--- src/rtl/dcw_pkg.sv ---
// Package with constants and types for the drive command word decoder.
package dcw_pkg;
  // ==========================================================
  // Register and field layout
  localparam logic [15:0] DCW_CMD_WORD_INDEX = 16'h6040;
  localparam logic [15:0] DCW_CMD_WORD_RESET = 16'h0000;
  localparam int DCW_BIT_SWITCH_ON = 0;
  localparam int DCW_BIT_VOLTAGE = 1;
  localparam int DCW_BIT_QSTOP_N = 2;
  localparam int DCW_BIT_ENABLE_OP = 3;
  localparam int DCW_BIT_MODE4 = 4;
  localparam int DCW_BIT_IMMEDIATE = 5;
  localparam int DCW_BIT_RELATIVE = 6;
  localparam int DCW_BIT_FAULT_RST = 7;
  localparam int DCW_BIT_HALT = 8;
  localparam logic [15:0] DCW_USED_MASK = 16'h01FF;
  localparam logic [2:0] DCW_PAT_SHUTDOWN = 3'h6;
  localparam logic [2:0] DCW_PAT_SWITCH_ON = 3'h7;
  localparam logic [3:0] DCW_PAT_DIS_OP = 4'h7;
  localparam logic [3:0] DCW_PAT_EN_OP = 4'hF;
  localparam int DCW_NUM_ERR = 8;
  // ==========================================================
  // Operating mode select encodings
  localparam logic [7:0] DCW_MODE_PROFILE_POS = 8'h01;
  localparam logic [7:0] DCW_MODE_PROFILE_VEL = 8'h03;
  localparam logic [7:0] DCW_MODE_HOMING = 8'h06;
  localparam logic [7:0] DCW_MODE_INTERP = 8'h07;
  // ==========================================================
  // Decoded state command
  typedef enum {
    DCW_CMD_NONE,
    DCW_CMD_SHUTDOWN,
    DCW_CMD_SWITCH_ON,
    DCW_CMD_DISABLE_VOLTAGE,
    DCW_CMD_QUICK_STOP,
    DCW_CMD_DISABLE_OP,
    DCW_CMD_ENABLE_OP
  } dcw_cmd_t;
endpackage
--- src/rtl/dcw_decoder.sv ---
// Drive command word decoder: state commands, fault reset and mode bits.
// Functional notes
// - Bits 2..0 of 110 give shutdown, 111 give switch on (reported as disable or enable operation by bit 3), and bit 1 low gives disable voltage.
// - Bit 2 low with bit 1 high gives quick stop; bits 3..0 of 0111 and 1111 give disable and enable operation.
// - Bits 4, 5, 6 and 8 take their meaning from the selected operating mode.
// - Fault reset is made only by a rising edge of bit 7, never by its steady level.
// - In interpolated mode data sets are evaluated only while bit 4 is set, shown by an ack bit.
// - In profile position mode bit 5 set replaces the running move at once, clear queues it.
// - In profile position mode bit 6 set makes the new move relative to the setpoint.
// - In profile position mode setting bit 8 aborts the move with the ramp-down rate.
// - After that halt completes the goal-arrived flag is set and clearing bit 8 does nothing.
// - In profile velocity mode bit 8 brakes to zero speed and clearing it accelerates again.
`timescale 1ns/1ps
module dcw_decoder (
  input wire logic i_clk,
  input wire logic i_rst,
  input wire logic i_wr,
  input wire logic [15:0] i_wdata,
  input wire logic [7:0] i_operating_mode_select,
  input wire logic [dcw_pkg::DCW_NUM_ERR-1:0] i_err_set,
  input wire logic [dcw_pkg::DCW_NUM_ERR-1:0] i_err_cause,
  input wire logic i_move_busy,
  input wire logic i_halt_done,
  output logic [15:0] o_rdata,
  output dcw_pkg::dcw_cmd_t o_state_cmd,
  output logic o_fault_reset,
  output logic [dcw_pkg::DCW_NUM_ERR-1:0] o_err_pending,
  output logic o_new_job,
  output logic o_job_immediate,
  output logic o_job_relative,
  output logic o_pp_halt,
  output logic o_goal_arrived,
  output logic o_homing_start,
  output logic o_homing_stop,
  output logic o_interp_enable,
  output logic o_interp_active_ack,
  output logic o_vel_halt
);
  import dcw_pkg::*;

  // ==========================================================
  // Command word register and edge history
  logic [15:0] cmd_word;
  logic [15:0] next_cmd_word;
  logic prev_b4;
  logic prev_b7;
  logic prev_b8;
  logic [DCW_NUM_ERR-1:0] err;
  logic [DCW_NUM_ERR-1:0] next_err;
  logic goal;
  logic next_goal;
  logic halted;
  logic next_halted;
  dcw_cmd_t cmd;
  logic rise4;
  logic fall4;
  logic rise7;
  logic rise8;
  logic pp;
  logic hm;
  logic ip;
  logic pv;

  always_comb begin
    next_cmd_word = cmd_word;
    if (i_wr) begin
      next_cmd_word = i_wdata & DCW_USED_MASK;
    end
  end

  always_ff @(posedge i_clk) begin
    if (i_rst) begin
      cmd_word <= DCW_CMD_WORD_RESET;
      prev_b4 <= 1'b0;
      prev_b7 <= 1'b0;
      prev_b8 <= 1'b0;
    end else begin
      cmd_word <= next_cmd_word;
      prev_b4 <= cmd_word[DCW_BIT_MODE4];
      prev_b7 <= cmd_word[DCW_BIT_FAULT_RST];
      prev_b8 <= cmd_word[DCW_BIT_HALT];
    end
  end

  assign o_rdata = cmd_word;

  // ==========================================================
  // State command decode
  always_comb begin
    cmd = DCW_CMD_NONE;
    if (!cmd_word[DCW_BIT_VOLTAGE]) begin
      cmd = DCW_CMD_DISABLE_VOLTAGE;
    end else if (!cmd_word[DCW_BIT_QSTOP_N]) begin
      cmd = DCW_CMD_QUICK_STOP;
    end else if (cmd_word[DCW_BIT_QSTOP_N:DCW_BIT_SWITCH_ON] == DCW_PAT_SHUTDOWN) begin
      cmd = DCW_CMD_SHUTDOWN;
    end else if (cmd_word[DCW_BIT_ENABLE_OP:DCW_BIT_SWITCH_ON] == DCW_PAT_EN_OP) begin
      cmd = DCW_CMD_ENABLE_OP;
    end else if (cmd_word[DCW_BIT_ENABLE_OP:DCW_BIT_SWITCH_ON] == DCW_PAT_DIS_OP) begin
      cmd = DCW_CMD_DISABLE_OP;
    end
  end
  // Switch on is the same pattern as disable operation; the state machine downstream
  // tells them apart by its current state, so only disable operation is reported.
  assign o_state_cmd = cmd;

  // ==========================================================
  // Mode-dependent bits
  // mode selects meaning.
  assign pp = (i_operating_mode_select == DCW_MODE_PROFILE_POS);
  assign hm = (i_operating_mode_select == DCW_MODE_HOMING);
  assign ip = (i_operating_mode_select == DCW_MODE_INTERP);
  assign pv = (i_operating_mode_select == DCW_MODE_PROFILE_VEL);
  assign rise4 = cmd_word[DCW_BIT_MODE4] && !prev_b4;
  assign fall4 = !cmd_word[DCW_BIT_MODE4] && prev_b4;
  assign rise7 = cmd_word[DCW_BIT_FAULT_RST] && !prev_b7;
  assign rise8 = cmd_word[DCW_BIT_HALT] && !prev_b8;

  assign o_fault_reset = rise7;
  assign o_new_job = pp && rise4;
  assign o_job_immediate = pp && cmd_word[DCW_BIT_IMMEDIATE];
  assign o_job_relative = pp && cmd_word[DCW_BIT_RELATIVE];
  // halt aborts the move.
  // The latched halt drives this, so dropping bit 8 mid-brake cannot cut the ramp short.
  assign o_pp_halt = pp && halted;
  assign o_homing_start = hm && rise4;
  assign o_homing_stop = hm && fall4;
  assign o_interp_enable = ip && cmd_word[DCW_BIT_MODE4];
  assign o_interp_active_ack = o_interp_enable;
  assign o_vel_halt = pv && cmd_word[DCW_BIT_HALT];

  // ==========================================================
  // Error acknowledge and halt tracking
  always_comb begin
    next_err = err;
    next_goal = goal;
    next_halted = halted;
    // clear only errors whose cause is gone; a new error wins.
    if (rise7) begin
      next_err = err & i_err_cause;
    end
    next_err = next_err | i_err_set;
    // halt is latched until it completes; a released bit does not cancel it.
    if (pp && rise8) begin
      next_halted = 1'b1;
      next_goal = 1'b0;
    end else if (o_new_job) begin
      next_goal = 1'b0;
    end
    if (halted && i_halt_done) begin
      next_goal = 1'b1;
      next_halted = 1'b0;
    end
    if (!i_move_busy && !halted && o_new_job) begin
      next_goal = 1'b0;
    end
  end

  always_ff @(posedge i_clk) begin
    if (i_rst) begin
      err <= '0;
      goal <= 1'b0;
      halted <= 1'b0;
    end else begin
      err <= next_err;
      goal <= next_goal;
      halted <= next_halted;
    end
  end

  assign o_err_pending = err;
  assign o_goal_arrived = goal;

  // ==========================================================
  // Assertions
  // rising edge makes one pulse.
  a_fault_reset_pulse: assert property (@(posedge i_clk) disable iff (i_rst)
    o_fault_reset |=> !o_fault_reset)
    else $error("fault reset not a single pulse");
  a_fault_level_quiet: assert property (@(posedge i_clk) disable iff (i_rst)
    ($stable(cmd_word[DCW_BIT_FAULT_RST]) && $past(prev_b7) == cmd_word[DCW_BIT_FAULT_RST])
    |-> !o_fault_reset)
    else $error("fault reset on steady level");
  a_fault_reset_rise: assert property (@(posedge i_clk) disable iff (i_rst)
    $rose(cmd_word[DCW_BIT_FAULT_RST]) |-> o_fault_reset)
    else $error("fault reset missed on rising bit");
  // error with cause present survives the reset edge.
  a_err_kept: assert property (@(posedge i_clk) disable iff (i_rst)
    (o_fault_reset && err[0] && i_err_cause[0]) |=> err[0])
    else $error("error cleared while cause present");
  a_err_cleared: assert property (@(posedge i_clk) disable iff (i_rst)
    (o_fault_reset && !i_err_cause[0] && !i_err_set[0]) |=> !err[0])
    else $error("error not cleared");
  a_err_set_wins: assert property (@(posedge i_clk) disable iff (i_rst)
    (|i_err_set) |=> (o_err_pending & $past(i_err_set)) == $past(i_err_set))
    else $error("new error not latched");
  a_err_held: assert property (@(posedge i_clk) disable iff (i_rst)
    !o_fault_reset |=> (o_err_pending & $past(o_err_pending)) == $past(o_err_pending))
    else $error("error cleared without fault reset");
  // disable voltage on bit 1 low.
  a_disable_voltage: assert property (@(posedge i_clk) disable iff (i_rst)
    !cmd_word[DCW_BIT_VOLTAGE] |-> o_state_cmd == DCW_CMD_DISABLE_VOLTAGE)
    else $error("disable voltage not decoded");
  a_shutdown_decode: assert property (@(posedge i_clk) disable iff (i_rst)
    (cmd_word[DCW_BIT_QSTOP_N:DCW_BIT_SWITCH_ON] == DCW_PAT_SHUTDOWN)
    |-> o_state_cmd == DCW_CMD_SHUTDOWN)
    else $error("shutdown not decoded");
  a_enable_op: assert property (@(posedge i_clk) disable iff (i_rst)
    (i_wr && (i_wdata[3:0] == DCW_PAT_EN_OP)) |=> o_state_cmd == DCW_CMD_ENABLE_OP)
    else $error("enable operation not decoded");
  a_quick_stop: assert property (@(posedge i_clk) disable iff (i_rst)
    (cmd_word[DCW_BIT_VOLTAGE] && !cmd_word[DCW_BIT_QSTOP_N])
    |-> o_state_cmd == DCW_CMD_QUICK_STOP)
    else $error("quick stop not decoded");
  a_disable_op: assert property (@(posedge i_clk) disable iff (i_rst)
    (cmd_word[DCW_BIT_ENABLE_OP:DCW_BIT_SWITCH_ON] == DCW_PAT_DIS_OP)
    |-> o_state_cmd == DCW_CMD_DISABLE_OP)
    else $error("disable operation not decoded");
  a_pp_bits_idle: assert property (@(posedge i_clk) disable iff (i_rst)
    !pp |-> !(o_new_job || o_job_immediate || o_job_relative || o_pp_halt))
    else $error("position output outside profile position mode");
  // rising bit 4 requests a job.
  a_new_job_edge: assert property (@(posedge i_clk) disable iff (i_rst)
    (pp && $rose(cmd_word[DCW_BIT_MODE4])) |-> o_new_job)
    else $error("new job not requested");
  // homing start in the cycle the bit rises, low again one cycle later.
  a_homing_start: assert property (@(posedge i_clk) disable iff (i_rst)
    (hm && cmd_word[DCW_BIT_MODE4] && !prev_b4) |-> o_homing_start ##1 !o_homing_start)
    else $error("homing start wrong");
  a_homing_stop: assert property (@(posedge i_clk) disable iff (i_rst)
    (hm && $fell(cmd_word[DCW_BIT_MODE4])) |-> o_homing_stop)
    else $error("homing stop missed");
  a_job_immediate: assert property (@(posedge i_clk) disable iff (i_rst)
    (pp && cmd_word[DCW_BIT_IMMEDIATE]) |-> o_job_immediate)
    else $error("immediate replacement not flagged");
  a_halt_latch: assert property (@(posedge i_clk) disable iff (i_rst)
    (pp && $rose(cmd_word[DCW_BIT_HALT]) && !(halted && i_halt_done)) |=> halted)
    else $error("halt request not latched");
  a_goal_after_halt: assert property (@(posedge i_clk) disable iff (i_rst)
    (halted && i_halt_done) |=> o_goal_arrived && !halted)
    else $error("goal not set after halt");
  a_goal_held: assert property (@(posedge i_clk) disable iff (i_rst)
    (o_goal_arrived && !o_new_job && !(pp && $rose(cmd_word[DCW_BIT_HALT])))
    |=> o_goal_arrived)
    else $error("goal flag lost");
  // ack only in interpolated mode with bit 4.
  a_interp_ack: assert property (@(posedge i_clk) disable iff (i_rst)
    o_interp_active_ack |-> ip && cmd_word[DCW_BIT_MODE4])
    else $error("interpolation ack without enable");
  // enable and ack follow bit 4.
  a_interp_gate: assert property (@(posedge i_clk) disable iff (i_rst)
    (ip && cmd_word[DCW_BIT_MODE4]) |-> (o_interp_enable && o_interp_active_ack))
    else $error("interpolation not enabled");
  a_vel_halt: assert property (@(posedge i_clk) disable iff (i_rst)
    pv |-> (o_vel_halt == cmd_word[DCW_BIT_HALT]))
    else $error("velocity halt does not follow bit 8");
  a_reserved_zero: assert property (@(posedge i_clk) disable iff (i_rst)
    i_wr |=> o_rdata[15:9] == 7'h00)
    else $error("reserved bits stored");
  a_write_stored: assert property (@(posedge i_clk) disable iff (i_rst)
    i_wr |=> o_rdata == ($past(i_wdata) & DCW_USED_MASK))
    else $error("written word not stored");

  c_fault_reset: cover property (@(posedge i_clk) disable iff (i_rst) o_fault_reset);
  c_new_job: cover property (@(posedge i_clk) disable iff (i_rst) o_new_job);
  c_halt_goal: cover property (@(posedge i_clk) disable iff (i_rst) halted ##1 o_goal_arrived);
  c_homing_stop: cover property (@(posedge i_clk) disable iff (i_rst) o_homing_stop);
  c_interp_ack: cover property (@(posedge i_clk) disable iff (i_rst) o_interp_active_ack);
endmodule

--- config.mk ---
export PLATFORM = sky130hd
export DESIGN_NAME = dcw_decoder
export DESIGN_NICKNAME = d
export VERILOG_FILES = /design/src/rtl/dcw_pkg.sv /design/src/rtl/dcw_decoder.sv
export SDC_FILE = /design/constraint.sdc
export NUM_CORES = 1
export LEC_CHECK = 0
export BUFFER_PORTS_ARGS = -buffer_cell sky130_fd_sc_hd__buf_2
export CAP_MARGIN = 20
export CORE_MARGIN = 8
export CORE_UTILIZATION = 25
export DETAILED_ROUTE_END_ITERATION = 16
export PLACE_DENSITY = 0.63
export SLEW_MARGIN = 20
export SYNTH_ARGS = -nofsm -noshare
export SYNTH_HDL_FRONTEND = slang
export SYNTH_SLANG_ARGS = --single-unit
--- constraint.sdc ---
create_clock -name i_clk -period 2.65 [get_ports i_clk]
set_input_delay 0.53 -clock i_clk [delete_from_list [all_inputs] [get_ports i_clk]]
set_output_delay 0.53 -clock i_clk [all_outputs]
set_load 0.005 [all_outputs]
==> out/results.ini, run 1 <==
[status]
status=finished clean

[critical_path]
critPathMaxStageDelay_ns=0.54
end_kind=primary output
cp_max_fo=3
cpMaxStageDelayCell=or4_4
required_ns=2.12
critical_path_arrival_ns=1.98
rrSetupSlack_ns=1.58
start_kind=input port
path_cells=buf_2 -> or4_4 -> or4_4 -> nor3b_2 -> buf_2
critPathKind=in2out

[synth]
avgSynthCellArea_sq_um=8.43
synth.distinct_cells=24
synth_top_area_share=0.363
yosys.area.top_type=dfxtp_1
ys_seq_elements=22
synth_cells=144
synth-seq-area-share=0.363
synth_warnings=0
ys_dominant_reg_cell=dfxtp_1
async_reset_ff_frac=0
yosysMostFrequentCell=buf_4
synth_edf_count=0
netlist_top_cells_count=37 x buf_4, 22 x dfxtp_1, 11 x nor2_1
synth_area_sq_um=1210
synthTopCellsByArea=dfxtp_1 36%, buf_4 23%, mux2i_1 7.4%, a21oi_1 3.7%, nor2_1 3.4%

[hold_path]
hp-class=reg2reg

[global_route]
grt_max_degree=24
grt_pass1_wl_um=4840
grtUsageTotal=0.0801
grt_overflow=0
grt_pass1_vias=1032
antenna_found_initial=0

[clocking]
clk_pin_slew_ns=0.07
cts-root-buf=clkbuf_8
numCtsBuffers=3
cts_resized=0
cts_max_path_buffers=2
htree_num_levels=1
holdBufCountCts=0
clkLatencyLatePin_ns=0.26
cts_tree=built
post_cts_buffers=0
cts.sinks=22

[floorplanning]
die_x_um=85.7
start_util=0.259
coreArea_sq_um=4690
row_count=25
dieArea_sq_um=7340
die-height_um=85.7
io_pins=112

[run]
drv_cap=0

[placement]
portBuffers=67
hpwl_um=2660
gp_congestion=0.733

[power]
p_leak_uw=0.000841
p_per_area_nw_per_um2=467
ir_drop_mv=0.192

[sta]
rsz0062_at_grt=false
max_freq_ghz=0.398
finalCriticalPeriod_ns=2.51
slew_violations=0
setup_viol_count_final=0
hold_viol_final=0
tns_ns=0
finClkSkew_ns=0.00474
min_period_over_period=0.947

[cells_and_area]
finish.utilization=0.323
antennaDiodeCount=0
nFillCells=512
nets=256
final_layout_size_suffix_gt1_frac=0.357
areaGrowthSynthToFinish_pct=24.7

[drt]
post_drt_wl_per_cell_um=12.0
vias=1031
ant_nets=0
vias_per_cell=3.91
drtPass1Iterations=3
drc=0
drt-initial-drc-count=30
wl_um=3160

power by group:
group / internal (uW) / switching, uW / total, uW
logic: 50.8 / 58.0 / 109
registers: 349 / 13.0 / 362
clock network: 132 / 103 / 235
cell families after synthesis:
group           count (synthesis)  synth area share
simple gates                   42             0.200
mux                             9            0.0742
flops                          22             0.363
buf+inv                        50             0.269
other cells                     1           0.00309
compound gates                 20            0.0907
worst paths after layout:
path,from,endpoint,depth (start not counted)
worst max-delay path,i_operating_mode_select[5],o_homing_stop,5
worst max register to register,o_rdata[4],o_goal_arrived,3
worst min register to register,o_err_pending[0],o_err_pending[0],2
worst min-delay path,o_err_pending[0],o_err_pending[0],2
metrics by stage:
step	power (uW)	hold WS, ns	area [sq um]	setup slack, ns	cells
2_1_floorplan	459	0.467	1350	0.365	179
3_3_place_gp	476	0.458	1460	0.130	260
3_5_place_dp	479	0.464	1460	0.130	260
4_1_cts	727	0.476	1510	0.131	264
5_1_grt	753	0.490	1510	0.0796	264
6_report	706	0.473	1510	0.141	264
final cells by class:
| cell class | count | area, sq um | area share |
|---|---|---|---|
| tap | 54 | 67.6 | 0.0446 |
| timing repair buffer | 67 | 335 | 0.221 |
| inverter | 10 | 37.5 | 0.0248 |
| sequential | 22 | 440 | 0.291 |
| multi-input combinational | 107 | 578 | 0.382 |
| clock buffer | 4 | 55.1 | 0.0364 |
placed cells by master (no fill, tap or decap):
| cell type | n |
|---|---|
| buf_2 | 67 |
| conb_1 | 36 |
| dfxtp_1 | 22 |
| nor2_1 | 11 |
| inv_1 | 10 |
| mux2i_1 | 9 |
| a21oi_1 | 9 |
| o21ai_0 | 8 |
| nand2_1 | 7 |
| nor2b_1 | 6 |
| and2_1 | 4 |
| clkbuf_8 | 4 |
| nand2b_1 | 3 |
| nor4_1 | 2 |
| or4_4 | 2 |
| nor3b_2 | 2 |
| nand3_1 | 1 |
| and3_1 | 1 |
| and4_1 | 1 |
| a21boi_0 | 1 |
| o2111a_1 | 1 |
| o22ai_1 | 1 |
| nor3b_1 | 1 |
| nand4_1 | 1 |
sequential cells by signal, indices dropped and copies added (netlist names):
name / flops
prev_b7: 1
o_goal_arrived: 1
halted: 1
o_rdata: 9
o_err_pending: 8
prev_b8: 1
prev_b4: 1
routing by layer:
metal	track usage	wire length, um	vias up
met5	0	0	-
met1	0.0793	1250	443
met2	0.140	1480	59
met3	0.0420	412	2
li1	-	-	527
met4	0.0287	8	0
worst max-delay path, delay by kind of cell:
kind,cells,cell delay [ns]
buffers and inverters,2,0.23
AND/OR/NAND/NOR,3,1.22
(Power assumes the default switching activity.)
==> run 2, diff against run 1 <==
Settings changed: ABC_AREA from default to 1, PLACE_DENSITY 0.63 to 0.62.
==> out/results.ini, run 2 <==
[drt]
drc=0  ; unchanged
drtPass1Iterations=2  ; -1
drt-initial-drc-count=11  ; -63%
post_drt_wl_per_cell_um=10.9  ; -8.7%
wl_um=3320  ; +5.2%
vias=1136  ; +10%
vias_per_cell=3.74  ; -4.3%
ant_nets=0  ; unchanged

[critical_path]
path_cells=buf_2 -> inv_1 -> nand2_2 -> nor2_8 -> nand3_1 -> nor3_2 -> buf_2
end_kind=primary output
cpMaxStageDelayCell=nor2_8
cp_top_family=simple AND/OR/NAND/NOR gates
start_kind=input port
critPathMaxStageDelay_ns=0.15  ; -0.39 ns
required_ns=2.12  ; about the same
cp_max_fo=7  ; +4
critPathKind=in2out
critPathMostFrequentCell=buf_2
critical_path_arrival_ns=1.28  ; -0.70 ns
crit_buf_inv=3  ; +1

[hold_path]
hp-class=reg2reg

[synth]
synthTopCellsByArea=dfxtp_1 34%, buf_4 22%, inv_1 5.8%, o21ai_0 5.8%, a21oi_1 5.4%
yosys.area.top_type=dfxtp_1
avgSynthCellArea_sq_um=7.72  ; -8.3%
yosysMostFrequentCell=buf_4
synth-seq-area-share=0.341  ; -0.0215
synth_top_area_share=0.341  ; -0.0215
synth_warnings=0  ; unchanged
synth.distinct_cells=26  ; +8.3%
async_reset_ff_frac=0  ; unchanged
synth_edf_count=0  ; unchanged
ys_seq_elements=22  ; unchanged
synth_area_sq_um=1290  ; +6.3%
ys_dominant_reg_cell=dfxtp_1
synth_cells=167  ; +16%
netlist_top_cells_count=38 x buf_4, 22 x dfxtp_1, 20 x inv_1

[power]
p_leak_uw=0.000885  ; +5.2%
comb_power_share=0.178  ; +0.024
switching_share=0.265  ; +0.0186
power_frac_seq=0.496  ; -0.017
ir_drop_mv=0.156  ; -19%
clkPwrFrac=0.327  ; -0.006
power.switching_uw=193  ; +11%
internal_power_uw=536  ; +0.69%
p_per_area_nw_per_um2=453  ; -2.9%

[run]
drv_cap=0  ; unchanged

[placement]
dpl_cell_area_sq_um=1550  ; +6.5%
place_ws_ns=0.823  ; +0.693 ns
hpwl_um=2850  ; +6.9%
gp_congestion=0.720  ; -1.8%
portBuffers=68  ; +1.5%

[cells_and_area]
final_area_sq_um=1610  ; +6.3%
regArea_sq_um=440  ; unchanged
nFillCells=572  ; +12%
final_common_cell=buf_2
multi_input_comb_area_sq_um=584  ; +1.1%
final_layout_size_suffix_gt1_frac=0.406  ; +0.0488
mostFrequentLayoutCells=68 x buf_2, 36 x conb_1, 22 x dfxtp_1
antennaDiodeCount=0  ; unchanged
nets=280  ; +9.4%
areaGrowthSynthToFinish_pct=24.7  ; about the same
largest_reg_flops=9  ; unchanged

[global_route]
grt_overflow=0  ; unchanged
grt_pass1_wl_um=5090  ; +5.3%
grt_max_degree=16  ; -33%
antenna_found_initial=0  ; unchanged
grtUsageTotal=0.0815  ; +0.00132
grt_pass1_vias=1146  ; +11%

[clocking]
cts_max_path_buffers=2  ; unchanged
cts.sinks=22  ; unchanged
htree_num_levels=1  ; unchanged
cts_resized=0  ; unchanged
cts-root-buf=clkbuf_8
holdBufCountCts=0  ; unchanged
post_cts_buffers=0  ; unchanged
clkLatencyLatePin_ns=0.26  ; about the same
clk_pin_slew_ns=0.08  ; about the same
cts_tree=built
numCtsBuffers=3  ; unchanged

[floorplanning]
die-height_um=87.8  ; +2.5%
dieArea_sq_um=7710  ; +5.1%
coreArea_sq_um=5040  ; +7.5%
start_util=0.256  ; -0.00284
row_count=26  ; +4.0%
die_x_um=87.8  ; +2.5%
io_pins=112  ; unchanged

[status]
status=finished clean

[sta]
tns_ns=0  ; unchanged
setup_viol_count_final=0  ; unchanged
slew_violations=0  ; unchanged
setup_slack_ns=0.842  ; +0.701 ns
finalCriticalPeriod_ns=1.81  ; -0.701 ns
rsz0062_at_grt=false
hold_viol_final=0  ; unchanged
max_freq_ghz=0.553  ; +39%
finClkSkew_ns=0.00139  ; -0.00334 ns
min_period_over_period=0.682  ; -0.265

-- run 2: cell count changes after synthesis, moves of 3 or more --
cell / change
nand2b_1: -3
inv_1: +10
nor2_1: +6
a21oi_1: +5
nor2b_1: -6
and2_1: -4
inv_2: +7
mux2i_1: -9
clkbuf_1: -3
o21ai_1: +3
o21ai_0: +7
-- run 2: worst register-to-register path: stages, from the launching register on --
cell     delay [ns]
dfxtp_1        0.33
inv_1          0.11
nor2_1         0.19
nand3_2        0.11
nand3_2        0.08
a21oi_2        0.05
-- run 2: metrics by stage --
stage | std cells | utilization | hold WS (ns) | power [uW]
final | 304 | 0.319 | 0.464 | 729
after global routing | 304 | 0.319 | 0.491 | 780
after CTS | 304 | 0.319 | 0.470 | 747
after detailed placement | 300 | 0.308 | 0.451 | 499
after global placement | 300 | 0.308 | 0.450 | 498
after floorplan | 202 | - | 0.455 | 476
-- run 2: per-layer routing --
| layer | vias up | track usage | wire [um] | part of all wire |
|---|---|---|---|---|
| li1 | 580 | - | - | - |
| met2 | 56 | 0.135 | 1540 | 0.47 |
| met4 | 0 | 0.0281 | 35 | 0.011 |
| met3 | 5 | 0.0338 | 408 | 0.12 |
| met5 | - | 0 | 0 | 0 |
| met1 | 495 | 0.0911 | 1330 | 0.40 |
-- run 2: area by class of cell --
cell class,instances,area share
Multi-Input combinational cell,113,0.363
Sequential cell,22,0.274
Timing Repair Buffer,68,0.212
Inverter,27,0.0630
Tap cell,70,0.0544
Clock buffer,4,0.0342
-- run 2: path summary, 6_finish.rpt --
path | end | from | slack (ns) | cells past startpoint
worst min-delay path | prev_b7 | o_rdata[7] | 0.46 | 2
worst max register to register | o_goal_arrived | o_rdata[4] | 1.67 | 5
worst min register to register | prev_b7 | o_rdata[7] | 0.46 | 2
worst max-delay path | o_interp_enable | i_operating_mode_select[6] | 0.84 | 7
-- run 2: cells by family after synthesis --
family                 after synthesis  share of synthesized area
DFF                                 22                      0.341
buffers and inverters               67                      0.307
AOI/OAI and AO/OA                   35                      0.144
other                                1                    0.00291
and+or+nand+nor                     42                      0.205
-- run 2: power groups by stage --
stage | registers, uW | clock network, uW | logic, uW
2_1_floorplan | 371 | 0 | 105
3_3_place_gp | 369 | 0 | 129
3_5_place_dp | 370 | 0 | 130
4_1_cts | 362 | 255 | 130
5_1_grt | 365 | 266 | 149
6_report | 361 | 238 | 130
